==> config.mk <==
export PLATFORM = sky130hd
export DESIGN_NAME = cpu_instruction_decoder
export DESIGN_NICKNAME = d
export VERILOG_FILES = /design/src/logic/cpu_decode_pkg.sv /design/src/logic/cpu_instruction_decoder.sv
export SDC_FILE = /design/constraint.sdc
export NUM_CORES = 1
export LEC_CHECK = 0
export BUFFER_PORTS_ARGS = -buffer_cell sky130_fd_sc_hd__buf_4
export CAP_MARGIN = 40
export CORE_MARGIN = 1.5
export CORE_UTILIZATION = 30
export CTS_CLUSTER_SIZE = 16
export DETAILED_ROUTE_END_ITERATION = 10
export PLACE_DENSITY = 0.43
export SLEW_MARGIN = 15
export SYNTH_ARGS = -nofsm -noshare
export SYNTH_HDL_FRONTEND = slang
export SYNTH_SLANG_ARGS = --single-unit
==> constraint.sdc <==
create_clock -name mclk -period 6.5 [get_ports mclk]
set_input_delay 0.325 -clock mclk [delete_from_list [all_inputs] [get_ports mclk]]
set_output_delay 0.325 -clock mclk [all_outputs]
set_load 0.005 [all_outputs]
==> src/logic/cpu_decode_pkg.sv <==
package cpu_decode_pkg;

   // Bus state codes, bit order {S0,S1,S2}
   typedef enum logic [2:0] {
      ST_WAIT    = 3'b000,
      ST_T2      = 3'b001,
      ST_T1      = 3'b010,
      ST_T1I     = 3'b011,
      ST_T3      = 3'b100,
      ST_T5      = 3'b101,
      ST_STOPPED = 3'b110,
      ST_T4      = 3'b111
   } bus_state_t;

   // Cycle type as {D7,D6} during T2
   localparam logic [1:0] CYC_FETCH = 2'h0;
   localparam logic [1:0] CYC_READ = 2'h2;
   localparam logic [1:0] CYC_IO = 2'h1;
   localparam logic [1:0] CYC_WRITE = 2'h3;

   // States per machine cycle
   localparam logic [2:0] LEN_SHORT = 3'h3;
   localparam logic [2:0] LEN_STORE = 3'h4;
   localparam logic [2:0] LEN_FULL = 3'h5;

   localparam logic [2:0] ALU_CMP = 3'h7;

   localparam logic [2:0] REG_A = 3'h0;
   localparam logic [2:0] REG_H = 3'h5;
   localparam logic [2:0] REG_L = 3'h6;
   localparam logic [2:0] REG_MEM = 3'h7;

   localparam logic [1:0] CYC_IDX_FIRST = 2'h0;
   localparam logic [1:0] CYC_IDX_SECOND = 2'h1;
   localparam logic [1:0] CYC_IDX_THIRD = 2'h2;

   localparam logic [13:0] PC_RESET = 14'h0000;
   localparam logic [2:0] SP_RESET = 3'h0;
   localparam logic [7:0] REG_RESET = 8'h00;

endpackage

==> src/logic/cpu_instruction_decoder.sv <==
`timescale 1ns/1ps
// Overview of operation
// - Third jump byte: only low six bits used
// - Loads leave all four flags unchanged
// - Increment/decrement update Z,S,P; carry kept
// - ALU ops set all flags; rotates carry only
// - Register codes A,B,C,D,E,H,L; 111 is memory
// - Memory operand address is H high, L low
// - Condition field selects C,Z,S,P; P even
// - Add overflow or subtract borrow sets carry
// - ALU opcode forms for register, memory, immediate
// - Compare sets flags, accumulator unchanged
// - Four rotate opcodes, one bit each
// - Move in 5 states, immediate load in 8
// - Increment and decrement selected non-accumulator register
// - Jump loads PC from two bytes, 11 states
// - Bit 5 picks false/true; failed takes 9
// - Taken call pushes return address first
// - Return pops in 5; failed return 3
// - Restart pushes, jumps to aaa000
// - Input port mmm into accumulator, 8 states
// - Output accumulator to port rrmmm, 6 states
// - Halt opcodes stop until interrupt, 4 states
// - Memory ALU 8, store 7, immediate store 9
// - Cycle type on D7,D6 during T2
// - Logical and, xor, or clear carry
// - Eight-entry stack, 3-bit pointer wraps
module cpu_instruction_decoder
   import cpu_decode_pkg::*;
(
   // Clock and reset
   input wire logic mclk,
   input wire logic arst_n,
   // Multiplexed bus
   input wire logic [7:0] bus_in,
   output logic [7:0] bus_out,
   output logic bus_oe,
   output logic [2:0] state_code,
   // Control inputs
   input wire logic ready,
   input wire logic intr_req,
   // Status
   output logic [3:0] flags
);
   import cpu_decode_pkg::*;

   bus_state_t state_q, state_d;
   logic [1:0] cyc_q, cyc_d;
   logic [7:0] ir_q, tmp_b_q, tmp_hi_q;
   logic [7:0] regs_q [0:7];
   logic [13:0] stack_q [0:7];
   logic [2:0] sp_q;
   logic c_q, z_q, s_q, p_q;

   // Opcode is visible straight off the bus in the fetch T3
   wire fetch_t3 = (state_q == ST_T3) && (cyc_q == CYC_IDX_FIRST);
   wire [7:0] opc = fetch_t3 ? bus_in : ir_q;
   wire [2:0] dst = opc[5:3];
   wire [2:0] src = opc[2:0];
   wire grp0 = (opc[7:6] == 2'h0);
   wire grp1 = (opc[7:6] == 2'h1);
   wire grp2 = (opc[7:6] == 2'h2);

   wire op_hlt = (opc[7:1] == 7'h00) || (opc == 8'hff);
   wire op_move = (opc[7:6] == 2'h3) && !op_hlt;
   wire op_lrm = op_move && (src == REG_MEM);
   wire op_lmr = op_move && (dst == REG_MEM) && (src != REG_MEM);
   wire op_rr = op_move && !op_lrm && !op_lmr;
   wire op_alu_r = grp2 && (src != REG_MEM);
   wire op_alu_m = grp2 && (src == REG_MEM);
   wire op_alu_i = grp0 && (src == 3'h4);
   wire op_alu = op_alu_r || op_alu_m || op_alu_i;
   wire op_lri = grp0 && (src == 3'h6) && (dst != REG_MEM);
   wire op_lmi = grp0 && (src == 3'h6) && (dst == REG_MEM);
   wire op_inc = grp0 && (src == 3'h0) && (dst != REG_A) && (dst != REG_MEM);
   wire op_dec = grp0 && (src == 3'h1) && (dst != REG_A) && (dst != REG_MEM);
   wire op_rot = grp0 && (src == 3'h2) && !opc[5];
   wire op_ret = grp0 && (src == 3'h7);
   wire op_retc = grp0 && (src == 3'h3);
   wire op_rst = grp0 && (src == 3'h5);
   wire op_jmp = grp1 && (src == 3'h4);
   wire op_jc = grp1 && (src == 3'h0);
   wire op_cal = grp1 && (src == 3'h6);
   wire op_cc = grp1 && (src == 3'h2);
   wire op_in = grp1 && opc[0] && (opc[5:4] == 2'h0);
   wire op_out = grp1 && opc[0] && (opc[5:4] != 2'h0);
   wire op_load = op_rr || op_lrm || op_lri;

   // Condition select and sense
   wire [3:0] flag_vec = {p_q, s_q, z_q, c_q};
   wire cond_hit = (flag_vec[opc[4:3]] == opc[5]);
   wire op_cond = op_jc || op_cc || op_retc;
   wire taken = op_jmp || op_cal || op_ret || op_rst || (op_cond && cond_hit);
   wire op_three_byte = op_jmp || op_jc || op_cal || op_cc;
   wire op_push = ((op_cal || op_cc) && taken) || op_rst;
   wire op_jump_taken = (op_jmp || op_jc) && taken;
   wire op_pop = (op_ret || op_retc) && taken;

   // Cycle plan of the instruction
   wire full_second = op_lrm || op_alu_m || op_lri || op_alu_i || op_in;
   wire [1:0] last_cyc = (op_three_byte || op_lmi) ? CYC_IDX_THIRD :
      (full_second || op_lmr || op_out) ? CYC_IDX_SECOND : CYC_IDX_FIRST;
   wire short_fetch = op_hlt || full_second || op_three_byte || op_lmi || op_out ||
      (op_retc && !cond_hit);
   wire [2:0] len_first = op_lmr ? LEN_STORE : (short_fetch ? LEN_SHORT : LEN_FULL);
   wire [2:0] len_second = full_second ? LEN_FULL : LEN_SHORT;
   wire [2:0] len_third = (op_three_byte && taken) ? LEN_FULL : LEN_SHORT;
   wire [2:0] cur_len = (cyc_q == CYC_IDX_FIRST) ? len_first :
      (cyc_q == CYC_IDX_SECOND) ? len_second : len_third;
   wire [1:0] type_second = op_lmr ? CYC_WRITE : ((op_in || op_out) ? CYC_IO : CYC_READ);
   wire [1:0] type_third = op_lmi ? CYC_WRITE : CYC_READ;
   wire [1:0] cur_type = (cyc_q == CYC_IDX_FIRST) ? CYC_FETCH :
      (cyc_q == CYC_IDX_SECOND) ? type_second : type_third;
   wire use_hl = ((cyc_q == CYC_IDX_SECOND) && (op_lrm || op_alu_m || op_lmr)) ||
      ((cyc_q == CYC_IDX_THIRD) && op_lmi);
   wire is_io = (cur_type == CYC_IO);

   // Addresses
   wire [13:0] pc = stack_q[sp_q];
   wire [13:0] hl_addr = {regs_q[REG_H][5:0], regs_q[REG_L]};
   wire [13:0] addr = use_hl ? hl_addr : pc;
   wire [13:0] jump_target = {tmp_hi_q[5:0], tmp_b_q};
   wire [13:0] rst_target = {8'h00, opc[5:3], 3'h0};
   wire [2:0] sp_up = 3'(sp_q + 3'h1);
   wire [2:0] sp_dn = 3'(sp_q - 3'h1);

   // End of a machine cycle and of the instruction
   wire cyc_end = ((state_q == ST_T3) && (cur_len == LEN_SHORT) && !(fetch_t3 && op_hlt)) ||
      ((state_q == ST_T4) && (cur_len == LEN_STORE)) || (state_q == ST_T5);
   wire done = cyc_end && (cyc_q == last_cyc);
   wire pc_step = (state_q == ST_T2) && !use_hl && !is_io;
   wire write_t3 = (state_q == ST_T3) && (cur_type == CYC_WRITE);

   // Arithmetic unit
   wire [7:0] acc = regs_q[REG_A];
   wire [7:0] operand = op_alu_r ? regs_q[src] : tmp_b_q;
   wire use_cin = opc[3] && !opc[5];
   wire [8:0] cin9 = {8'h00, c_q && use_cin};
   wire [8:0] sum9 = 9'({1'b0, acc} + {1'b0, operand} + cin9);
   wire [8:0] diff9 = 9'({1'b0, acc} - {1'b0, operand} - cin9);
   wire [8:0] logic9 = opc[3] ? {1'b0, acc ^ operand} : {1'b0, acc & operand};
   wire [8:0] alu9 = !opc[5] ? (opc[4] ? diff9 : sum9) :
      (opc[4] ? (opc[3] ? diff9 : {1'b0, acc | operand}) : logic9);
   wire [7:0] idr = op_inc ? 8'(regs_q[dst] + 8'h01) : 8'(regs_q[dst] - 8'h01);
   wire [7:0] rot_res = opc[3] ? {(opc[4] ? c_q : acc[0]), acc[7:1]} :
      {acc[6:0], (opc[4] ? c_q : acc[7])};
   wire rot_c = opc[3] ? acc[0] : acc[7];

   // Bus drive by state
   assign bus_out = (state_q == ST_T1) ? (is_io ? acc : addr[7:0]) :
      (state_q == ST_T2) ? {cur_type, (is_io ? opc[5:0] : addr[13:8])} :
      write_t3 ? (op_lmi ? tmp_b_q : regs_q[src]) : 8'h00;
   assign bus_oe = (state_q == ST_T1) || (state_q == ST_T2) || write_t3;
   assign state_code = state_q;
   assign flags = {p_q, s_q, z_q, c_q};

   always_comb begin
      state_d = state_q;
      cyc_d = cyc_q;
      case (state_q)
         ST_T1: state_d = ST_T2;
         ST_T2: state_d = ready ? ST_T3 : ST_WAIT;
         ST_WAIT: state_d = ready ? ST_T3 : ST_WAIT;
         ST_T3: state_d = (fetch_t3 && op_hlt) ? ST_STOPPED : ST_T4;
         ST_T4: state_d = ST_T5;
         ST_T5: state_d = ST_T1;
         ST_STOPPED: state_d = intr_req ? ST_T1 : ST_STOPPED;
         default: state_d = ST_T1;
      endcase
      if (cyc_end) begin
         state_d = ST_T1;
         cyc_d = (cyc_q == last_cyc) ? CYC_IDX_FIRST : 2'(cyc_q + 2'h1);
      end
   end

   always_ff @(posedge mclk or negedge arst_n) begin
      if (!arst_n) begin
         state_q <= ST_T1;
         cyc_q <= CYC_IDX_FIRST;
      end else begin
         state_q <= state_d;
         cyc_q <= cyc_d;
      end
   end

   always_ff @(posedge mclk or negedge arst_n) begin
      if (!arst_n) begin
         ir_q <= REG_RESET;
         tmp_b_q <= REG_RESET;
         tmp_hi_q <= REG_RESET;
      end else if (state_q == ST_T3 && cur_type != CYC_WRITE) begin
         case (cyc_q)
            CYC_IDX_FIRST: ir_q <= bus_in;
            CYC_IDX_SECOND: tmp_b_q <= bus_in;
            default: tmp_hi_q <= bus_in;
         endcase
      end
   end

   always_ff @(posedge mclk or negedge arst_n) begin
      if (!arst_n) begin
         for (int i = 0; i < 8; i++) begin
            regs_q[i] <= REG_RESET;
         end
      end else if (done) begin
         if (op_rr) begin
            regs_q[dst] <= regs_q[src];
         end else if (op_lrm || op_lri) begin
            regs_q[dst] <= tmp_b_q;
         end else if (op_alu && (opc[5:3] != ALU_CMP)) begin
            regs_q[REG_A] <= alu9[7:0];
         end else if (op_inc || op_dec) begin
            regs_q[dst] <= idr;
         end else if (op_rot) begin
            regs_q[REG_A] <= rot_res;
         end else if (op_in) begin
            regs_q[REG_A] <= tmp_b_q;
         end
      end
   end

   always_ff @(posedge mclk or negedge arst_n) begin
      if (!arst_n) begin
         c_q <= 1'b0;
         z_q <= 1'b0;
         s_q <= 1'b0;
         p_q <= 1'b0;
      end else if (done) begin
         if (op_alu) begin
            c_q <= alu9[8];
            z_q <= (alu9[7:0] == 8'h00);
            s_q <= alu9[7];
            p_q <= ~^alu9[7:0];
         end else if (op_inc || op_dec) begin
            z_q <= (idr == 8'h00);
            s_q <= idr[7];
            p_q <= ~^idr;
         end else if (op_rot) begin
            c_q <= rot_c;
         end
      end
   end

   always_ff @(posedge mclk or negedge arst_n) begin
      if (!arst_n) begin
         sp_q <= SP_RESET;
         for (int i = 0; i < 8; i++) begin
            stack_q[i] <= PC_RESET;
         end
      end else if (pc_step) begin
         stack_q[sp_q] <= 14'(pc + 14'h0001);
      end else if (done) begin
         if (op_push) begin
            sp_q <= sp_up;
            stack_q[sp_up] <= op_rst ? rst_target : jump_target;
         end else if (op_jump_taken) begin
            stack_q[sp_q] <= jump_target;
         end else if (op_pop) begin
            sp_q <= sp_dn;
         end
      end
   end

   // Checks
   a_load_flags_hold: assert property (@(posedge mclk) disable iff (!arst_n)
      done && op_load |=> $stable(flags))
      else $error("load changed flags");
   a_incdec_carry: assert property (@(posedge mclk) disable iff (!arst_n)
      done && (op_inc || op_dec) |=> c_q == $past(c_q) && z_q == (regs_q[$past(dst)] == 8'h00))
      else $error("inc/dec flag update wrong");
   a_rot_only_carry: assert property (@(posedge mclk) disable iff (!arst_n)
      done && op_rot |=> $stable({p_q, s_q, z_q}) && c_q == $past(rot_c))
      else $error("rotate touched other flags");
   a_cmp_keeps_acc: assert property (@(posedge mclk) disable iff (!arst_n)
      done && op_alu && opc[5:3] == ALU_CMP |=> $stable(regs_q[REG_A]))
      else $error("compare wrote accumulator");
   a_logic_clears_carry: assert property (@(posedge mclk) disable iff (!arst_n)
      done && op_alu && opc[5] && !(opc[4] && opc[3]) |=> !c_q)
      else $error("logical op left carry set");
   a_mem_addr_hl: assert property (@(posedge mclk) disable iff (!arst_n)
      state_q == ST_T1 && use_hl |-> bus_out == regs_q[REG_L] ##1 bus_out[5:0] == regs_q[REG_H][5:0])
      else $error("memory address not from H and L");
   a_fetch_type: assert property (@(posedge mclk) disable iff (!arst_n)
      state_q == ST_T2 && cyc_q == CYC_IDX_FIRST |-> bus_oe && bus_out[7:6] == CYC_FETCH)
      else $error("fetch cycle type wrong");
   a_halt_stops: assert property (@(posedge mclk) disable iff (!arst_n)
      fetch_t3 && op_hlt && !intr_req |=> state_q == ST_STOPPED ##1
      (state_q == ST_STOPPED || $past(intr_req)))
      else $error("halt did not stop");
   a_call_push: assert property (@(posedge mclk) disable iff (!arst_n)
      done && op_push && !op_rst |=> sp_q == 3'($past(sp_q) + 3'h1) && pc == $past(jump_target))
      else $error("call push wrong");
   a_ret_pop: assert property (@(posedge mclk) disable iff (!arst_n)
      done && op_pop |=> sp_q == 3'($past(sp_q) - 3'h1))
      else $error("return pop wrong");
   a_jump_hi_bits: assert property (@(posedge mclk) disable iff (!arst_n)
      done && op_jump_taken |=> pc[13:8] == $past(tmp_hi_q[5:0]))
      else $error("jump high address bits wrong");
   a_io_cycle_type: assert property (@(posedge mclk) disable iff (!arst_n)
      state_q == ST_T2 && cyc_q == CYC_IDX_SECOND && (op_in || op_out) |-> bus_out[7:6] == CYC_IO)
      else $error("I/O cycle type wrong");
   a_store_cycle_type: assert property (@(posedge mclk) disable iff (!arst_n)
      state_q == ST_T2 && cyc_q == CYC_IDX_SECOND && op_lmr |-> bus_out[7:6] == CYC_WRITE)
      else $error("store cycle type wrong");

endmodule

==> flow_metrics.tcl <==
set metrics [dict create \
    hold_class "input pin to flop" \
    report.final.slew_viol_count 0 \
    cts_setup_buffers 0 \
    tightestPinTransition_ps 1045 \
    die_w_um 229.0 \
    holdCritStartpoint "intr_req" \
    period_share_pct 92.32 \
    multi_input_area_mm2 0.009364 \
    ant_nets 0 \
    final_cell_area_mm2 0.01744 \
    synth_top_area_share_pct 34.13 \
    final_nets 1740 \
    final-hold-violation-count 0 \
    crit_path_start "cyc_q[0]" \
    crit_end "p_q" \
    io_pins 28 \
    syn2layout_area_growth_pct 13.76 \
    wl_per_cell_um 26.99 \
    htree_levels 1 \
    coreArea_mm2 0.05027 \
    netlist_top_cells_area "dfrtp_1, mux2_2, o22ai_1, nand2_1, ha_1" \
    path_class "flop to flop" \
    post_drt_via_cell_ratio 5.909 \
    seq_area_mm2 0.005258 \
    grt-ovfl-total 0 \
    slew_headroom_pct 30.36 \
    synth_seq_cells 210 \
    regToRegEndpoint "p_q" \
    port_buffers 27 \
    fin_skew_ps 26.55 \
    finalSetupTns_ps 0 \
    yosys_warnings 0 \
    reg2reg_from "cyc_q[0]" \
    clk_latency_ps 580 \
    fill_cells 5187 \
    antenna_found_initial 1 \
    root_buffer "clkbuf_16" \
    cts_tree "yes" \
    syn_nets 1728 \
    rsz0062_at_grt "false" \
    postSynthCellCount 1661 \
    wl_mm 63.75 \
    r2r_cells 24 \
    max_freq_mhz 166.6 \
    antennaDiodeCount 0 \
    drive_gt1_share_pct 22.60 \
    drt-pass1-iter-count 6 \
    grtUsageTotal_pct 23.92 \
    design.die.area_mm2 0.05245 \
    yosysSeqAreaShare_pct 34.30 \
    critical_path.endpoint_type "flop" \
    cts_buffers 27 \
    initial_core_util_pct 30.49 \
    yosys.area.top_type "dfrtp_1" \
    grt_max_degree 115 \
    async_flop_share_pct 100.0 \
    globalplace.congestion 0.9572 \
    die_height_um 229.0 \
    cp.arrival_ps 6450 \
    grt_pass1_vias 13520 \
    status "completed" \
    drtIter0Drc 1565 \
    crit_fanout 10 \
    ys.flop_type "dfrtp_1" \
    min_period_ps 6001 \
    finalSetupViolations 0 \
    hpwlAfterDp_mm 46.20 \
    worst_ep_required_time_ps 6950 \
    route.detailed.drc 0 \
    synth_commonest_cells "dfrtp_1, nand2_1, mux2_2" \
    cts.sinks 210 \
    synth_edf_count 0 \
    drv_cap 0 \
    synth.most_common_cell "dfrtp_1" \
    worst_setup_path_start_kind "flop" \
    num_vias 13960 \
    r2r_slack_ps 500 \
    grt_pass1_wl_mm 94.23 \
    rows 82 \
    syn_area_mm2 0.01533 \
    path_clk_slew_ps 60 \
    syn_avg_cell_area_um2 9.227 \
    ys_types 88 \
    cts_buffer_depth 3 \
    place_area_mm2 0.01647 \
]
==> routing by layer <==
layer	global-route usage [%]	vias up	routed length, µm
met2	35.24	597	27190
met5	0	-	12
li1	-	6219	-
met1	35.51	7051	29930
met4	5.715	2	1306
met3	4.831	87	5303
==> worst max-delay path, stage by stage (launching register included) <==
cell and delay [ps]:
dfrtp_1 400, inv_1 130, ha_1 160, buf_4 160
and4bb_1 330, mux2i_2 440, inv_2 200, nand2_1 290
o22ai_1 140, a311oi_1 230, a21oi_1 130, o21ai_0 590
ha_1 390, inv_1 110, ha_1 290, a21oi_1 130
o21ai_0 170, xor2_1 200, o221ai_1 230, a21boi_0 240
ha_1 270, xor2_1 170, xnor2_1 150, a22oi_1 110
o22a_1 210
==> repair_timing <==
action,CTS,global route
gates resized for setup,0,1
hold endpoints to repair,111,0
setup endpoints to repair,0,1
hold buffers,1,0
==> layout make-up <==
class	count	share of cell area [%]
Inverter	55	1.184
Multi-Input combinational cell	1274	53.71
Tap cell	672	4.822
Clock inverter	9	0.6171
Sequential cell	210	30.15
Clock buffer	37	4.550
Timing Repair Buffer	105	4.966
==> worst min-delay path by stage <==
stage | end | depth (start not counted)
detailed placement | regs_q[7] | 0
floorplan | acc[0] | 0
global route | state_code[2] | 3
global placement | regs_q[7] | 0
finish | state_code[2] | 3
CTS | state_code[2] | 3
==> layout by cell type, fill, tap and decap left out, types with 27 or more instances in the layout <==
cell type  synthesis  routed
dfrtp_1          209     208
nand2_1          196     196
mux2_2           181     181
o22ai_1          121     121
nor2_1           108     108
buf_4             15      94
a21oi_1           77      77
o21ai_0           68      67
inv_1             52      52
ha_1              50      50
nand3_1           40      40
mux2i_1           40      36
o211ai_1          33      33
a22oi_1           27      27
clkbuf_16          0      27
==> flip-flops by register name (all words and copies together) (netlist names) <==
signal	flops
ir_q	8
tmp_hi_q	6
tmp_b_q	8
sp_q	3
c_q	1
stack_q	112
acc	8
cyc_q	2
s_q	1
regs_q	42
state_code	3
hl_addr	14
p_q	1
z_q	1
==> kinds of logic (layout without fill, tap and decap cells) <==
logic type / after synthesis / after routing / synth area share (%)
buffers and inverters: 177 / 206 / 4.964
xor gates and xnor gates: 43 / 43 / 2.457
adders and majority gates: 55 / 55 / 4.735
muxes: 241 / 241 / 18.28
and+or+nand+nor: 458 / 458 / 14.09
AOI/OAI and AO/OA: 477 / 477 / 21.18
DFF: 210 / 210 / 34.30
==> per-stage QoR <==
stage | utilization [%] | setup WS [ps] | std cells | hold slack [ps]
final | 34.68 | 499.0 | 2362 | 40.33
after global routing | 34.68 | 79.38 | 2362 | 41.60
after CTS | 34.58 | 413.6 | 2359 | 25.13
after detailed placement | 32.77 | 463.9 | 2312 | 406.2
after global placement | 32.60 | 587.9 | 2304 | 426.2
after floorplan | - | 906.9 | 1661 | 29.41
Power is not shown: default switching activity piles up to over one toggle a cycle in this logic, so the estimate is an artifact.
